--- src/lar_pkg.sv ---
// Purpose: constants and types for the line autoreclose sequencer
// Assumes: 250 MHz system clock, 10 ms timer tick
// Notes: timer settings are counts of 10 ms ticks
package lar_pkg;
  localparam int unsigned LAR_CLK_HZ = 250000000;
  localparam int unsigned LAR_TICK_MS = 10;
  localparam int unsigned LAR_TICK_CYCLES = LAR_CLK_HZ / 1000 * LAR_TICK_MS;
  localparam int LAR_TIME_W = 16;
  localparam int LAR_SHOT_W = 3;
  localparam logic [LAR_SHOT_W-1:0] LAR_SHOT_MAX = 3'h4;
  localparam logic [LAR_SHOT_W-1:0] LAR_SHOT_MIN = 3'h1;
  localparam logic [LAR_SHOT_W-1:0] LAR_SHOT_DEF = 3'h2;
  // Defaults in ticks of 10 ms
  localparam logic [LAR_TIME_W-1:0] LAR_DT3_1_DEF = 16'h0032;
  localparam logic [LAR_TIME_W-1:0] LAR_DT3_2_DEF = 16'h0078;
  localparam logic [LAR_TIME_W-1:0] LAR_DT3_3_DEF = 16'h00c8;
  localparam logic [LAR_TIME_W-1:0] LAR_DT3_4_DEF = 16'h0190;
  localparam logic [LAR_TIME_W-1:0] LAR_CLOSE_DEF = 16'h000a;
  localparam logic [LAR_TIME_W-1:0] LAR_MANBLK_DEF = 16'h03e8;
  localparam logic [LAR_TIME_W-1:0] LAR_EXT_DEF = 16'h0032;
  localparam logic [LAR_TIME_W-1:0] LAR_RESET_DEF = 16'h1770;
  // Evolving-fault delay: 1.25 power cycles at nominal 60 Hz, in microseconds
  localparam int unsigned LAR_FORCE_DELAY_US = 20833;
  localparam int unsigned LAR_FORCE_CYCLES = LAR_FORCE_DELAY_US * (LAR_CLK_HZ / 1000000);
  localparam int LAR_FCNT_W = 23;
  typedef enum logic [1:0] {
    LAR_PROG_ONE_THREE,
    LAR_PROG_ONE_ONLY,
    LAR_PROG_THREE_A,
    LAR_PROG_THREE_B
  } lar_prog_t;
  typedef enum logic [1:0] {
    LAR_SEQ_BKR1,
    LAR_SEQ_BKR2,
    LAR_SEQ_BOTH,
    LAR_SEQ_ONE_TWO
  } lar_seq_t;
  typedef enum {
    LAR_ST_DISABLED,
    LAR_ST_RESET,
    LAR_ST_DEAD,
    LAR_ST_CLOSE,
    LAR_ST_TRANSFER,
    LAR_ST_CLOSE2,
    LAR_ST_RECLAIM,
    LAR_ST_LOCKOUT
  } lar_state_t;
endpackage

--- src/lar_sequencer.sv ---
// Overview of operation
// - Four reclose programs selectable; single-or-three-pole is the default.
// - Shot limit from one to four attempts, default two.
// - Every timer setting spans 0 to 655.35 s in 10 ms steps.
// - Four three-pole dead times, defaults 0.50, 1.20, 2.00, 4.00 s.
// - Breaker one close pulse bounded by its close time, default 0.10 s.
// - Manual close blocks reclosing for a set time, default 10 s.
// - Extend input lengthens a three-pole first dead time by set extension, default 0.50 s.
// - Reset input and reset time, default 60 s, return scheme to reset.
// - Up to four shots; shots two to four use own three-pole timers.
// - Two breakers: close one selected, both together, or both in sequence.
// - Sequential: second breaker closes after first recloses and checking delay.
// - Simultaneous: both breakers close together on each shot after chosen dead time.
// - Single-pole or three-pole trip from protection initiates the scheme.
// - Enable input gates all activity; disabled by default.
// - Reset state clears shot counter and waits for a new initiation.
// - Once initiated, stay in progress until cycle succeeds or fails.
// - Lockout ignores initiations and closes nothing until reset.
// - Initiation after the last permitted shot sends the scheme to lockout.
// - Three-pole programs assert force three-pole trip.
// - First shot action depends on program and fault; later shots three-pole.
// - Reclose in progress flag latched from initiation to close, lockout or reset.
// - Force three-pole set 1.25 cycles into single-pole dead time until reset, lockout or disable.
// - Pause freezes dead timers; on release resume with second three-pole dead time.
// - Reset timer starts on close; expiry with breaker closed resets the count.
//
// Purpose: autoreclose sequencer for one or two line breakers
// Assumes: all inputs asynchronous to SYS_CLK; settings held stable
// Notes: timer settings are 16-bit counts of 10 ms ticks
`timescale 1ns/1ps
module lar_sequencer
  import lar_pkg::*;
#(
  parameter int unsigned TICK_CYCLES = LAR_TICK_CYCLES,
  parameter int unsigned FORCE_CYCLES = LAR_FORCE_CYCLES
) (
  input wire logic SYS_CLK,
  input wire logic RESET,
  input wire logic RECLOSE_FUNCTION_ENABLE,
  input wire logic [1:0] RECLOSE_PROGRAM_SELECT,
  input wire logic [1:0] BREAKER_SEQUENCE_SELECT,
  input wire logic [LAR_SHOT_W-1:0] MAX_SHOT_COUNT,
  input wire logic [LAR_TIME_W-1:0] BREAKER_ONE_CLOSE_PULSE_TIME,
  input wire logic [LAR_TIME_W-1:0] MANUAL_CLOSE_BLOCK_TIME,
  input wire logic [LAR_TIME_W-1:0] SINGLE_POLE_DEAD_TIME,
  input wire logic [LAR_TIME_W-1:0] THREE_POLE_DEAD_TIME_1,
  input wire logic [LAR_TIME_W-1:0] THREE_POLE_DEAD_TIME_2,
  input wire logic [LAR_TIME_W-1:0] THREE_POLE_DEAD_TIME_3,
  input wire logic [LAR_TIME_W-1:0] THREE_POLE_DEAD_TIME_4,
  input wire logic [LAR_TIME_W-1:0] DEAD_TIME_ONE_EXTENSION,
  input wire logic [LAR_TIME_W-1:0] RECLOSE_RESET_TIME,
  input wire logic [LAR_TIME_W-1:0] TRANSFER_CHECK_TIME,
  input wire logic SINGLE_POLE_INITIATE,
  input wire logic THREE_POLE_INITIATE,
  input wire logic THREE_POLE_DELAYED_INITIATE,
  input wire logic MULTIPHASE_FAULT_INPUT,
  input wire logic BREAKER_SINGLE_POLE_OPEN,
  input wire logic BREAKER_ALL_POLES_OPEN,
  input wire logic BREAKER_ONE_INHIBIT,
  input wire logic BREAKER_ONE_CLOSED,
  input wire logic BREAKER_TWO_CLOSED,
  input wire logic MANUAL_CLOSE_INPUT,
  input wire logic DEAD_TIME_ONE_EXTEND_INPUT,
  input wire logic RECLOSE_RESET_INPUT,
  input wire logic RECLOSE_PAUSE,
  output logic CLOSE_BREAKER_ONE,
  output logic CLOSE_BREAKER_TWO,
  output logic RECLOSE_IN_PROGRESS_FLAG,
  output logic FORCE_THREE_POLE_TRIP,
  output logic LOCKOUT_STATE,
  output logic RECLOSE_ENABLED,
  output logic [LAR_SHOT_W-1:0] SHOT_COUNT
);

  if (TICK_CYCLES < 2 || FORCE_CYCLES < 1 || FORCE_CYCLES >= (1 << LAR_FCNT_W)) begin : g_bad
    $error("lar_sequencer: unusable tick or force delay");
  end

  localparam int NIN = 14;
  localparam int TICK_W = $clog2(TICK_CYCLES);

  // Two-stage synchronisers for every asynchronous input bit
  logic [NIN-1:0] raw_in;
  logic [NIN-1:0] meta_ff;
  logic [NIN-1:0] sync_ff;
  assign raw_in = {RECLOSE_FUNCTION_ENABLE, SINGLE_POLE_INITIATE, THREE_POLE_INITIATE,
                   THREE_POLE_DELAYED_INITIATE, MULTIPHASE_FAULT_INPUT,
                   BREAKER_SINGLE_POLE_OPEN, BREAKER_ALL_POLES_OPEN, BREAKER_ONE_INHIBIT,
                   BREAKER_ONE_CLOSED, BREAKER_TWO_CLOSED, MANUAL_CLOSE_INPUT,
                   DEAD_TIME_ONE_EXTEND_INPUT, RECLOSE_RESET_INPUT, RECLOSE_PAUSE};

  always_ff @(posedge SYS_CLK) begin
    if (RESET) begin
      meta_ff <= '0;
      sync_ff <= '0;
    end else begin
      meta_ff <= raw_in;
      sync_ff <= meta_ff;
    end
  end

  wire en_s = sync_ff[13];
  wire init_1p = sync_ff[12];
  wire init_3p = sync_ff[11];
  wire init_3td = sync_ff[10];
  wire multi_s = sync_ff[9];
  wire pole_open_s = sync_ff[8];
  wire all_open_s = sync_ff[7];
  wire inhibit_s = sync_ff[6];
  wire bk1_closed = sync_ff[5];
  wire bk2_closed = sync_ff[4];
  wire man_s = sync_ff[3];
  wire ext_s = sync_ff[2];
  wire rst_in_s = sync_ff[1];
  wire pause_s = sync_ff[0];

  // 10 ms tick prescaler
  logic [TICK_W-1:0] pre_ff;
  logic tick_ff;
  wire pre_end = (pre_ff == TICK_W'(TICK_CYCLES - 1));
  always_ff @(posedge SYS_CLK) begin
    if (RESET) begin
      pre_ff <= '0;
      tick_ff <= 1'b0;
    end else begin
      pre_ff <= pre_end ? '0 : pre_ff + 1'b1;
      tick_ff <= pre_end;
    end
  end

  lar_state_t state_ff, nxt_state;
  logic [LAR_TIME_W:0] tmr_ff, nxt_tmr;
  logic [LAR_TIME_W-1:0] rst_tmr_ff;
  logic [LAR_TIME_W-1:0] man_tmr_ff;
  logic [LAR_SHOT_W-1:0] shot_ff, nxt_shot;
  logic single_pole_ff, nxt_single_pole;
  logic paused_ff;
  logic [LAR_FCNT_W-1:0] fcnt_ff;
  logic force_ff;
  logic rip_ff;
  logic cls1_ff, cls2_ff;

  function automatic logic [LAR_TIME_W:0] widen(input logic [LAR_TIME_W-1:0] t);
    widen = {1'b0, t};
  endfunction

  lar_prog_t prog;
  lar_seq_t seq;
  assign prog = lar_prog_t'(RECLOSE_PROGRAM_SELECT);
  assign seq = lar_seq_t'(BREAKER_SEQUENCE_SELECT);

  // Clamp shot limit into the legal 1..4 window
  wire [LAR_SHOT_W-1:0] shot_lim = (MAX_SHOT_COUNT < LAR_SHOT_MIN) ? LAR_SHOT_MIN :
                                   (MAX_SHOT_COUNT > LAR_SHOT_MAX) ? LAR_SHOT_MAX :
                                   MAX_SHOT_COUNT;
  wire any_init = init_1p | init_3p | init_3td;
  wire man_block = (man_tmr_ff != '0);
  wire three_prog = (prog == LAR_PROG_THREE_A) || (prog == LAR_PROG_THREE_B);
  wire multi_fault = multi_s | init_3p | all_open_s;
  wire is_single = init_1p & ~multi_fault & ~init_3td;

  // First-shot decision and dead time selection
  logic first_lockout;
  logic first_single;
  logic [LAR_TIME_W:0] first_dt;
  always_comb begin
    first_lockout = 1'b0;
    first_single = 1'b0;
    first_dt = widen(THREE_POLE_DEAD_TIME_1);
    unique case (prog)
      LAR_PROG_ONE_THREE: begin
        first_single = is_single;
        if (init_3td) first_dt = widen(THREE_POLE_DEAD_TIME_2);
        else if (is_single) first_dt = widen(SINGLE_POLE_DEAD_TIME);
      end
      LAR_PROG_ONE_ONLY: begin
        first_single = 1'b1;
        first_lockout = ~is_single;
        first_dt = widen(SINGLE_POLE_DEAD_TIME);
      end
      LAR_PROG_THREE_A: begin
        first_lockout = multi_s;
      end
      LAR_PROG_THREE_B: begin
        if (init_3td) first_dt = widen(THREE_POLE_DEAD_TIME_2);
      end
    endcase
    if (ext_s && !first_single) begin
      first_dt = first_dt + widen(DEAD_TIME_ONE_EXTENSION);
    end
  end

  // Later shots: three-pole, own dead timer; program A locks out on multi-phase
  logic [LAR_TIME_W:0] later_dt;
  always_comb begin
    unique case (shot_ff)
      3'h1: later_dt = widen(THREE_POLE_DEAD_TIME_2);
      3'h2: later_dt = widen(THREE_POLE_DEAD_TIME_3);
      default: later_dt = widen(THREE_POLE_DEAD_TIME_4);
    endcase
  end
  wire later_lockout = (prog == LAR_PROG_THREE_A) && multi_s;
  wire at_limit = (shot_ff >= shot_lim);

  // Sequence-driven close targets
  wire seq_bk1 = (seq != LAR_SEQ_BKR2);
  wire seq_bk2_now = (seq == LAR_SEQ_BKR2) || (seq == LAR_SEQ_BOTH);
  wire tmr_done = (tmr_ff == '0);
  // Reset timer counts from the close command, not from the end of the pulse
  wire rst_done = (rst_tmr_ff == '0);

  always_comb begin
    nxt_state = state_ff;
    nxt_tmr = tmr_ff;
    nxt_shot = shot_ff;
    nxt_single_pole = single_pole_ff;
    if (tick_ff && !tmr_done && !(state_ff == LAR_ST_DEAD && pause_s)) begin
      nxt_tmr = tmr_ff - 1'b1;
    end
    if (state_ff == LAR_ST_DEAD && paused_ff && !pause_s) begin
      nxt_tmr = widen(THREE_POLE_DEAD_TIME_2);
      nxt_single_pole = 1'b0;
    end
    unique case (state_ff)
      LAR_ST_DISABLED: begin
        if (en_s) nxt_state = LAR_ST_RESET;
      end
      LAR_ST_RESET: begin
        nxt_shot = '0;
        if (any_init && !man_block) begin
          if (first_lockout) begin
            nxt_state = LAR_ST_LOCKOUT;
          end else begin
            nxt_state = LAR_ST_DEAD;
            nxt_tmr = first_dt;
            nxt_single_pole = first_single & ~three_prog;
          end
        end
      end
      LAR_ST_DEAD: begin
        if (tmr_done && !pause_s) begin
          if (inhibit_s && seq_bk1 && seq != LAR_SEQ_BOTH) begin
            nxt_state = LAR_ST_LOCKOUT;
          end else begin
            nxt_state = LAR_ST_CLOSE;
            nxt_tmr = widen(BREAKER_ONE_CLOSE_PULSE_TIME);
            nxt_shot = shot_ff + 1'b1;
          end
        end
      end
      LAR_ST_CLOSE: begin
        if (tmr_done || (bk1_closed && seq_bk1)) begin
          if (seq == LAR_SEQ_ONE_TWO) begin
            nxt_state = LAR_ST_TRANSFER;
            nxt_tmr = widen(TRANSFER_CHECK_TIME);
          end else begin
            nxt_state = LAR_ST_RECLAIM;
          end
        end
      end
      LAR_ST_TRANSFER: begin
        if (any_init) begin
          nxt_state = LAR_ST_RECLAIM;
        end else if (tmr_done && bk1_closed) begin
          nxt_state = LAR_ST_CLOSE2;
          nxt_tmr = widen(BREAKER_ONE_CLOSE_PULSE_TIME);
        end
      end
      LAR_ST_CLOSE2: begin
        if (tmr_done || bk2_closed) nxt_state = LAR_ST_RECLAIM;
      end
      LAR_ST_RECLAIM: begin
        if (any_init) begin
          if (at_limit || later_lockout) begin
            nxt_state = LAR_ST_LOCKOUT;
          end else begin
            nxt_state = LAR_ST_DEAD;
            nxt_tmr = later_dt;
            nxt_single_pole = 1'b0;
          end
        end else if (rst_done && bk1_closed && !pole_open_s) begin
          nxt_state = LAR_ST_RESET;
          nxt_shot = '0;
        end
      end
      LAR_ST_LOCKOUT: begin
        // Initiations ignored here
      end
    endcase
    if (state_ff == LAR_ST_RESET || state_ff == LAR_ST_DISABLED) begin
      if (nxt_state == LAR_ST_DEAD) nxt_shot = '0;
    end
    if (rst_in_s && state_ff != LAR_ST_DISABLED) begin
      nxt_state = LAR_ST_RESET;
      nxt_shot = '0;
    end
    if (!en_s) begin
      nxt_state = LAR_ST_DISABLED;
      nxt_shot = '0;
    end
  end

  // Reset timer restarts on each dead-time expiry into the close state
  always_ff @(posedge SYS_CLK) begin
    if (RESET) begin
      rst_tmr_ff <= '0;
    end else if (state_ff == LAR_ST_DEAD && nxt_state == LAR_ST_CLOSE) begin
      rst_tmr_ff <= RECLOSE_RESET_TIME;
    end else if (tick_ff && rst_tmr_ff != '0) begin
      rst_tmr_ff <= rst_tmr_ff - 1'b1;
    end
  end

  always_ff @(posedge SYS_CLK) begin
    if (RESET) begin
      man_tmr_ff <= '0;
    end else if (man_s) begin
      man_tmr_ff <= MANUAL_CLOSE_BLOCK_TIME;
    end else if (tick_ff && man_block) begin
      man_tmr_ff <= man_tmr_ff - 1'b1;
    end
  end

  always_ff @(posedge SYS_CLK) begin
    if (RESET) begin
      state_ff <= LAR_ST_DISABLED;
      tmr_ff <= '0;
      shot_ff <= '0;
      single_pole_ff <= 1'b0;
      paused_ff <= 1'b0;
    end else begin
      state_ff <= nxt_state;
      tmr_ff <= nxt_tmr;
      shot_ff <= nxt_shot;
      single_pole_ff <= nxt_single_pole;
      paused_ff <= pause_s && (state_ff == LAR_ST_DEAD);
    end
  end

  // Evolving-fault timer from start of single-pole dead time
  wire sp_dead = (state_ff == LAR_ST_DEAD) && single_pole_ff;
  wire idle = (state_ff == LAR_ST_RESET) || (state_ff == LAR_ST_LOCKOUT) ||
              (state_ff == LAR_ST_DISABLED);
  always_ff @(posedge SYS_CLK) begin
    if (RESET) begin
      fcnt_ff <= '0;
      force_ff <= 1'b0;
    end else if (idle) begin
      fcnt_ff <= '0;
      force_ff <= 1'b0;
    end else begin
      if (sp_dead && fcnt_ff != LAR_FCNT_W'(FORCE_CYCLES)) fcnt_ff <= fcnt_ff + 1'b1;
      if (sp_dead && fcnt_ff == LAR_FCNT_W'(FORCE_CYCLES - 1)) force_ff <= 1'b1;
      if (shot_ff != '0) force_ff <= 1'b1;
    end
  end

  // Outputs from flip-flops; close pulses end on breaker closure or timer
  wire nxt_rip = (state_ff == LAR_ST_DEAD) || (nxt_state == LAR_ST_DEAD);
  always_ff @(posedge SYS_CLK) begin
    if (RESET) begin
      rip_ff <= 1'b0;
      cls1_ff <= 1'b0;
      cls2_ff <= 1'b0;
    end else begin
      rip_ff <= nxt_rip && nxt_state == LAR_ST_DEAD;
      cls1_ff <= (nxt_state == LAR_ST_CLOSE) && seq_bk1 && !bk1_closed;
      cls2_ff <= ((nxt_state == LAR_ST_CLOSE) && seq_bk2_now && !bk2_closed) ||
                 ((nxt_state == LAR_ST_CLOSE2) && !bk2_closed);
    end
  end

  assign CLOSE_BREAKER_ONE = cls1_ff;
  assign CLOSE_BREAKER_TWO = cls2_ff;
  assign RECLOSE_IN_PROGRESS_FLAG = rip_ff;
  assign FORCE_THREE_POLE_TRIP = force_ff | (three_prog & en_s);
  assign LOCKOUT_STATE = (state_ff == LAR_ST_LOCKOUT);
  assign RECLOSE_ENABLED = (state_ff != LAR_ST_DISABLED);
  assign SHOT_COUNT = shot_ff;

endmodule // lar_sequencer

--- config.mk ---
export PLATFORM = sky130hd
export DESIGN_NAME = lar_sequencer
export DESIGN_NICKNAME = d
export VERILOG_FILES = /design/src/lar_pkg.sv /design/src/lar_sequencer.sv
export SDC_FILE = /design/constraint.sdc
export NUM_CORES = 1
export LEC_CHECK = 0
export BUFFER_PORTS_ARGS = -buffer_cell sky130_fd_sc_hd__clkbuf_2
export CAP_MARGIN = 20
export CORE_AREA = 5 5 149 151
export DETAILED_ROUTE_END_ITERATION = 16
export DIE_AREA = 0 0 154 156
export GPL_ROUTABILITY_DRIVEN = 0
export PLACE_DENSITY = 0.69
export SYNTH_ARGS = -nofsm -noshare
export SYNTH_HDL_FRONTEND = slang
export SYNTH_SLANG_ARGS = --single-unit
--- constraint.sdc ---
create_clock -name SYS_CLK -period 5.7 [get_ports SYS_CLK]
set_clock_uncertainty 0.1 [all_clocks]
set_input_delay 0.57 -clock SYS_CLK [delete_from_list [all_inputs] [get_ports SYS_CLK]]
set_output_delay 0.57 -clock SYS_CLK [all_outputs]
set_load 0.01 [all_outputs]
==> impl_metrics.env <==
export IMPL_cpLargestDelayFamily="compound AO/OA/AOI/OAI gates"
export IMPL_cp_end_kind="flop"
export IMPL_n_antenna_cell=0
export IMPL_design_area_sq_mm=0.0121
export IMPL_ant_nets=0
export IMPL_wire_per_inst_microns=17.9
export IMPL_syn_area_sq_mm=0.0104
export IMPL_maxCapViolations=0
export IMPL_synth_compound_area_frac=0.194
export IMPL_core_sq_mm=0.0207
export IMPL_clk_pin_slew_ps=70
export IMPL_irDropWorstVdd_uv=205
export IMPL_grt_max_degree=64
export IMPL_synth_nets=1544
export IMPL_yosys_area_share_simple=0.307
export IMPL_fmax_mhz=215
export IMPL_tritoncts="built"
export IMPL_hpwl_mm=24.1
export IMPL_gr_usage_all_layers=0.253
export IMPL_syn_inst=1319
export IMPL_rsz0062_at_grt="no"
export IMPL_synthArstFlopShare=0
export IMPL_layout_drive_gt1_share=0.179
export IMPL_clock_path_buffers=2
export IMPL_hold_class="input port to flop"
export IMPL_cp_slowest_stage_delay_ps=580
export IMPL_slew_headroom=0.223
export IMPL_p_leak_nw=4.96
export IMPL_setup_viol=0
export IMPL_yosysUniqueCellTypes=85
export IMPL_ctsHoldBuffers=0
export IMPL_ctsHtreeMaxLevel=4
export IMPL_yosys_area_share_adder=0.0513
export IMPL_cts_root_buf="clkbuf_16"
export IMPL_cts_buffers=17
export IMPL_die_w_microns=154
export IMPL_remaining_drc_errors=0
export IMPL_placed_area_sq_mm=0.0115
export IMPL_critPathLaunchType="flop"
export IMPL_die_area_sq_mm=0.0240
export IMPL_antenna_found_initial=0
export IMPL_setup_ws_ps=1050
export IMPL_ys_warn_count=0
export IMPL_die_h_microns=156
export IMPL_cts_setup_buffers=0
export IMPL_synth_enable_flop_cells=0
export IMPL_synthMuxAreaShare=0.0273
export IMPL_cts_sinks=164
export IMPL_fin_crit_sh=0.816
export IMPL_synth_area_per_cell_sq_um=7.88
export IMPL_critPathSlowestCell="nor4_1"
export IMPL_via_per_inst=5.88
export IMPL_drt_iter0_markers=947
export IMPL_place_ws_ps=1070
export IMPL_finalWirelength_mm=31.6
export IMPL_yosys_register_bits=164
export IMPL_fin_nets=1707
export IMPL_worst_ep_required_time_ps=5970
export IMPL_setup_tns_ps=0
export IMPL_synth_top_cell_by_area="dfxtp_1"
export IMPL_clock_latency_ps=440
export IMPL_grt_overflow=0
export IMPL_worst_ep_arrival_time_ps=4920
export IMPL_ys_seq_area_frac=0.316
export IMPL_dr_total_vias=10400
export IMPL_synth_top_family_by_area="simple AND/OR/NAND/NOR gates"
export IMPL_cp_max_fo=16
export IMPL_fin_crit_ps=4650
export IMPL_cp_cell_sequence="nor4_1 -> a31o_2 -> nand2_1 -> and3_1 -> o31ai_1 -> ha_1 -> inv_1 -> fa_1 -> nand2b_1 -> a21oi_1 -> o2111ai_1 -> a21oi_1 -> o211ai_1 -> a2111o_1 -> nand4_1 -> a32o_1"
export IMPL_netlist_top_cells_count="164 x dfxtp_1, 140 x nor2_1, 131 x nand2_1, 86 x a21oi_1, 57 x o21ai_0"
export IMPL_power_density_mw_per_mm2=217
export IMPL_port_buffers=191
export IMPL_worst_pin_slew_ps=1160
export IMPL_status="finished clean"
export IMPL_worst_setup_path_type="flop to flop"
export IMPL_ys_flop_type="dfxtp_1"
export IMPL_post_cts_resized=0
export IMPL_power_total_mw=2.63
export IMPL_synth_top_cells_by_area="dfxtp_1 32%, nor2_1 5.1%, ha_1 4.9%"
export IMPL_yosysTopAreaCellShare=0.316
export IMPL_maxSlewViolCount=0
export IMPL_grt_pass1_vias=9616
export IMPL_std_cell_rows=53
export IMPL_synthXorXnorAreaFrac=0.0649
export IMPL_io_pins=192
export IMPL_cpMostUsedCell="a21oi_1"
export IMPL_area_growth_pct=16.6
export IMPL_synth_most_common_cell="dfxtp_1"
export IMPL_cp_num_buf_inv=1
export IMPL_start_util=0.502
export IMPL_drt_first_pass_iters=5
export IMPL_hold_violations=0
export IMPL_grt_pass1_wl_mm=49.9
## worst reg2reg max path, delay by kind of cell, from the launching register on
| kind | cells | cell delay, ps |
|---|---|---|
| AO/OA/AOI/OAI | 8 | 2240 |
| adder cells (fa/ha/maj) | 2 | 670 |
| buffers and inverters | 1 | 60 |
| flip-flops | 1 | 430 |
| AND/OR/NAND/NOR | 5 | 1120 |
## flip-flops by register name, summed over array words and instances, names as in the netlist
signal,cells
CLOSE_BREAKER_ONE,1
CLOSE_BREAKER_TWO,1
RECLOSE_IN_PROGRESS_FLAG,1
SHOT_COUNT,3
fcnt_ff,23
force_ff,1
man_tmr_ff,16
meta_ff,14
paused_ff,1
pre_ff,22
rst_tmr_ff,16
single_pole_ff,1
state_ff,32
sync_ff,14
tick_ff,1
tmr_ff,17
## metrics by stage
stage          std cells  hold WS, ps   util
2_1_floorplan       1319          314      -
3_3_place_gp        1737          316  0.558
3_5_place_dp        1737          320  0.558
4_1_cts             1769          228  0.585
5_1_grt             1770          257  0.586
6_report            1770          241  0.586
## cell usage in the layout (no fill, tap or decap), types with 6 or more instances in the layout
| cell type | count |
|---|---|
| a21oi_1 | 86 |
| a22o_1 | 12 |
| mux2_4 | 9 |
| xor2_1 | 30 |
| inv_1 | 45 |
| ha_1 | 41 |
| buf_4 | 12 |
| o21ai_0 | 56 |
| a31oi_1 | 16 |
| a211oi_1 | 12 |
| a221oi_1 | 8 |
| a22oi_1 | 13 |
| and2_1 | 40 |
| nand2b_1 | 15 |
| nand4_1 | 21 |
| clkbuf_16 | 17 |
| o2111ai_1 | 6 |
| nor4b_1 | 8 |
| o21ai_1 | 12 |
| clkbuf_2 | 190 |
| or4_1 | 12 |
| nand3_1 | 34 |
| o211ai_1 | 11 |
| nor2b_1 | 54 |
| o31ai_1 | 9 |
| xnor2_1 | 47 |
| nor3_1 | 50 |
| mux2i_1 | 7 |
| nor4_1 | 22 |
| and3_1 | 12 |
| o21a_1 | 8 |
| dfxtp_1 | 164 |
| or3_1 | 28 |
| mux2_1 | 7 |
| nor4_2 | 6 |
| nor2_1 | 140 |
| nand2_1 | 131 |
| a311oi_1 | 6 |
## report_power, final
part	leakage [nW]	total, mW	internal (mW)	switching (mW)
registers	1.33	1.17	1.16	0.0130
clock network	0.267	1.10	0.577	0.526
logic	3.36	0.354	0.152	0.202
total	4.96	2.63	1.89	0.740
## final timing paths
| check | endpoint | depth (start not counted) | startpoint | slack, ps |
|---|---|---|---|---|
| worst min-delay path | meta_ff[1] | 2 | RECLOSE_RESET_INPUT | 240 |
| worst min register to register | sync_ff[12] | 1 | meta_ff[12] | 320 |
| worst max register to register | tmr_ff[14] | 16 | sync_ff[10] | 1050 |
| worst max-delay path | tmr_ff[14] | 16 | sync_ff[10] | 1050 |
## cell type report
cell class | instances | area (sq um)
clock inverters | 14 | 139
multi-input cells | 1050 | 6700
fillers | 1932 | 8570
inverters | 46 | 173
clock buffers | 18 | 429
well taps | 275 | 344
repair buffers | 203 | 1050
flip-flops and latches | 164 | 3280
## cell families (layout without fill, tap and decap cells)
logic type,Yosys count,in the layout
adders and majority gates,42,42
muxes,23,23
xor gates and xnor gates,77,77
buffers and inverters,105,281
and+or+nand+nor,604,604
AOI/OAI and AO/OA,304,304
DFF,164,164
## routing by layer
metal	track usage	routed length, microns
met1	0.365	14300
met2	0.376	13400
met3	0.0580	3240
met4	0.0782	669
met5	0	0
Note: power is estimated with default switching activity, not from simulation.
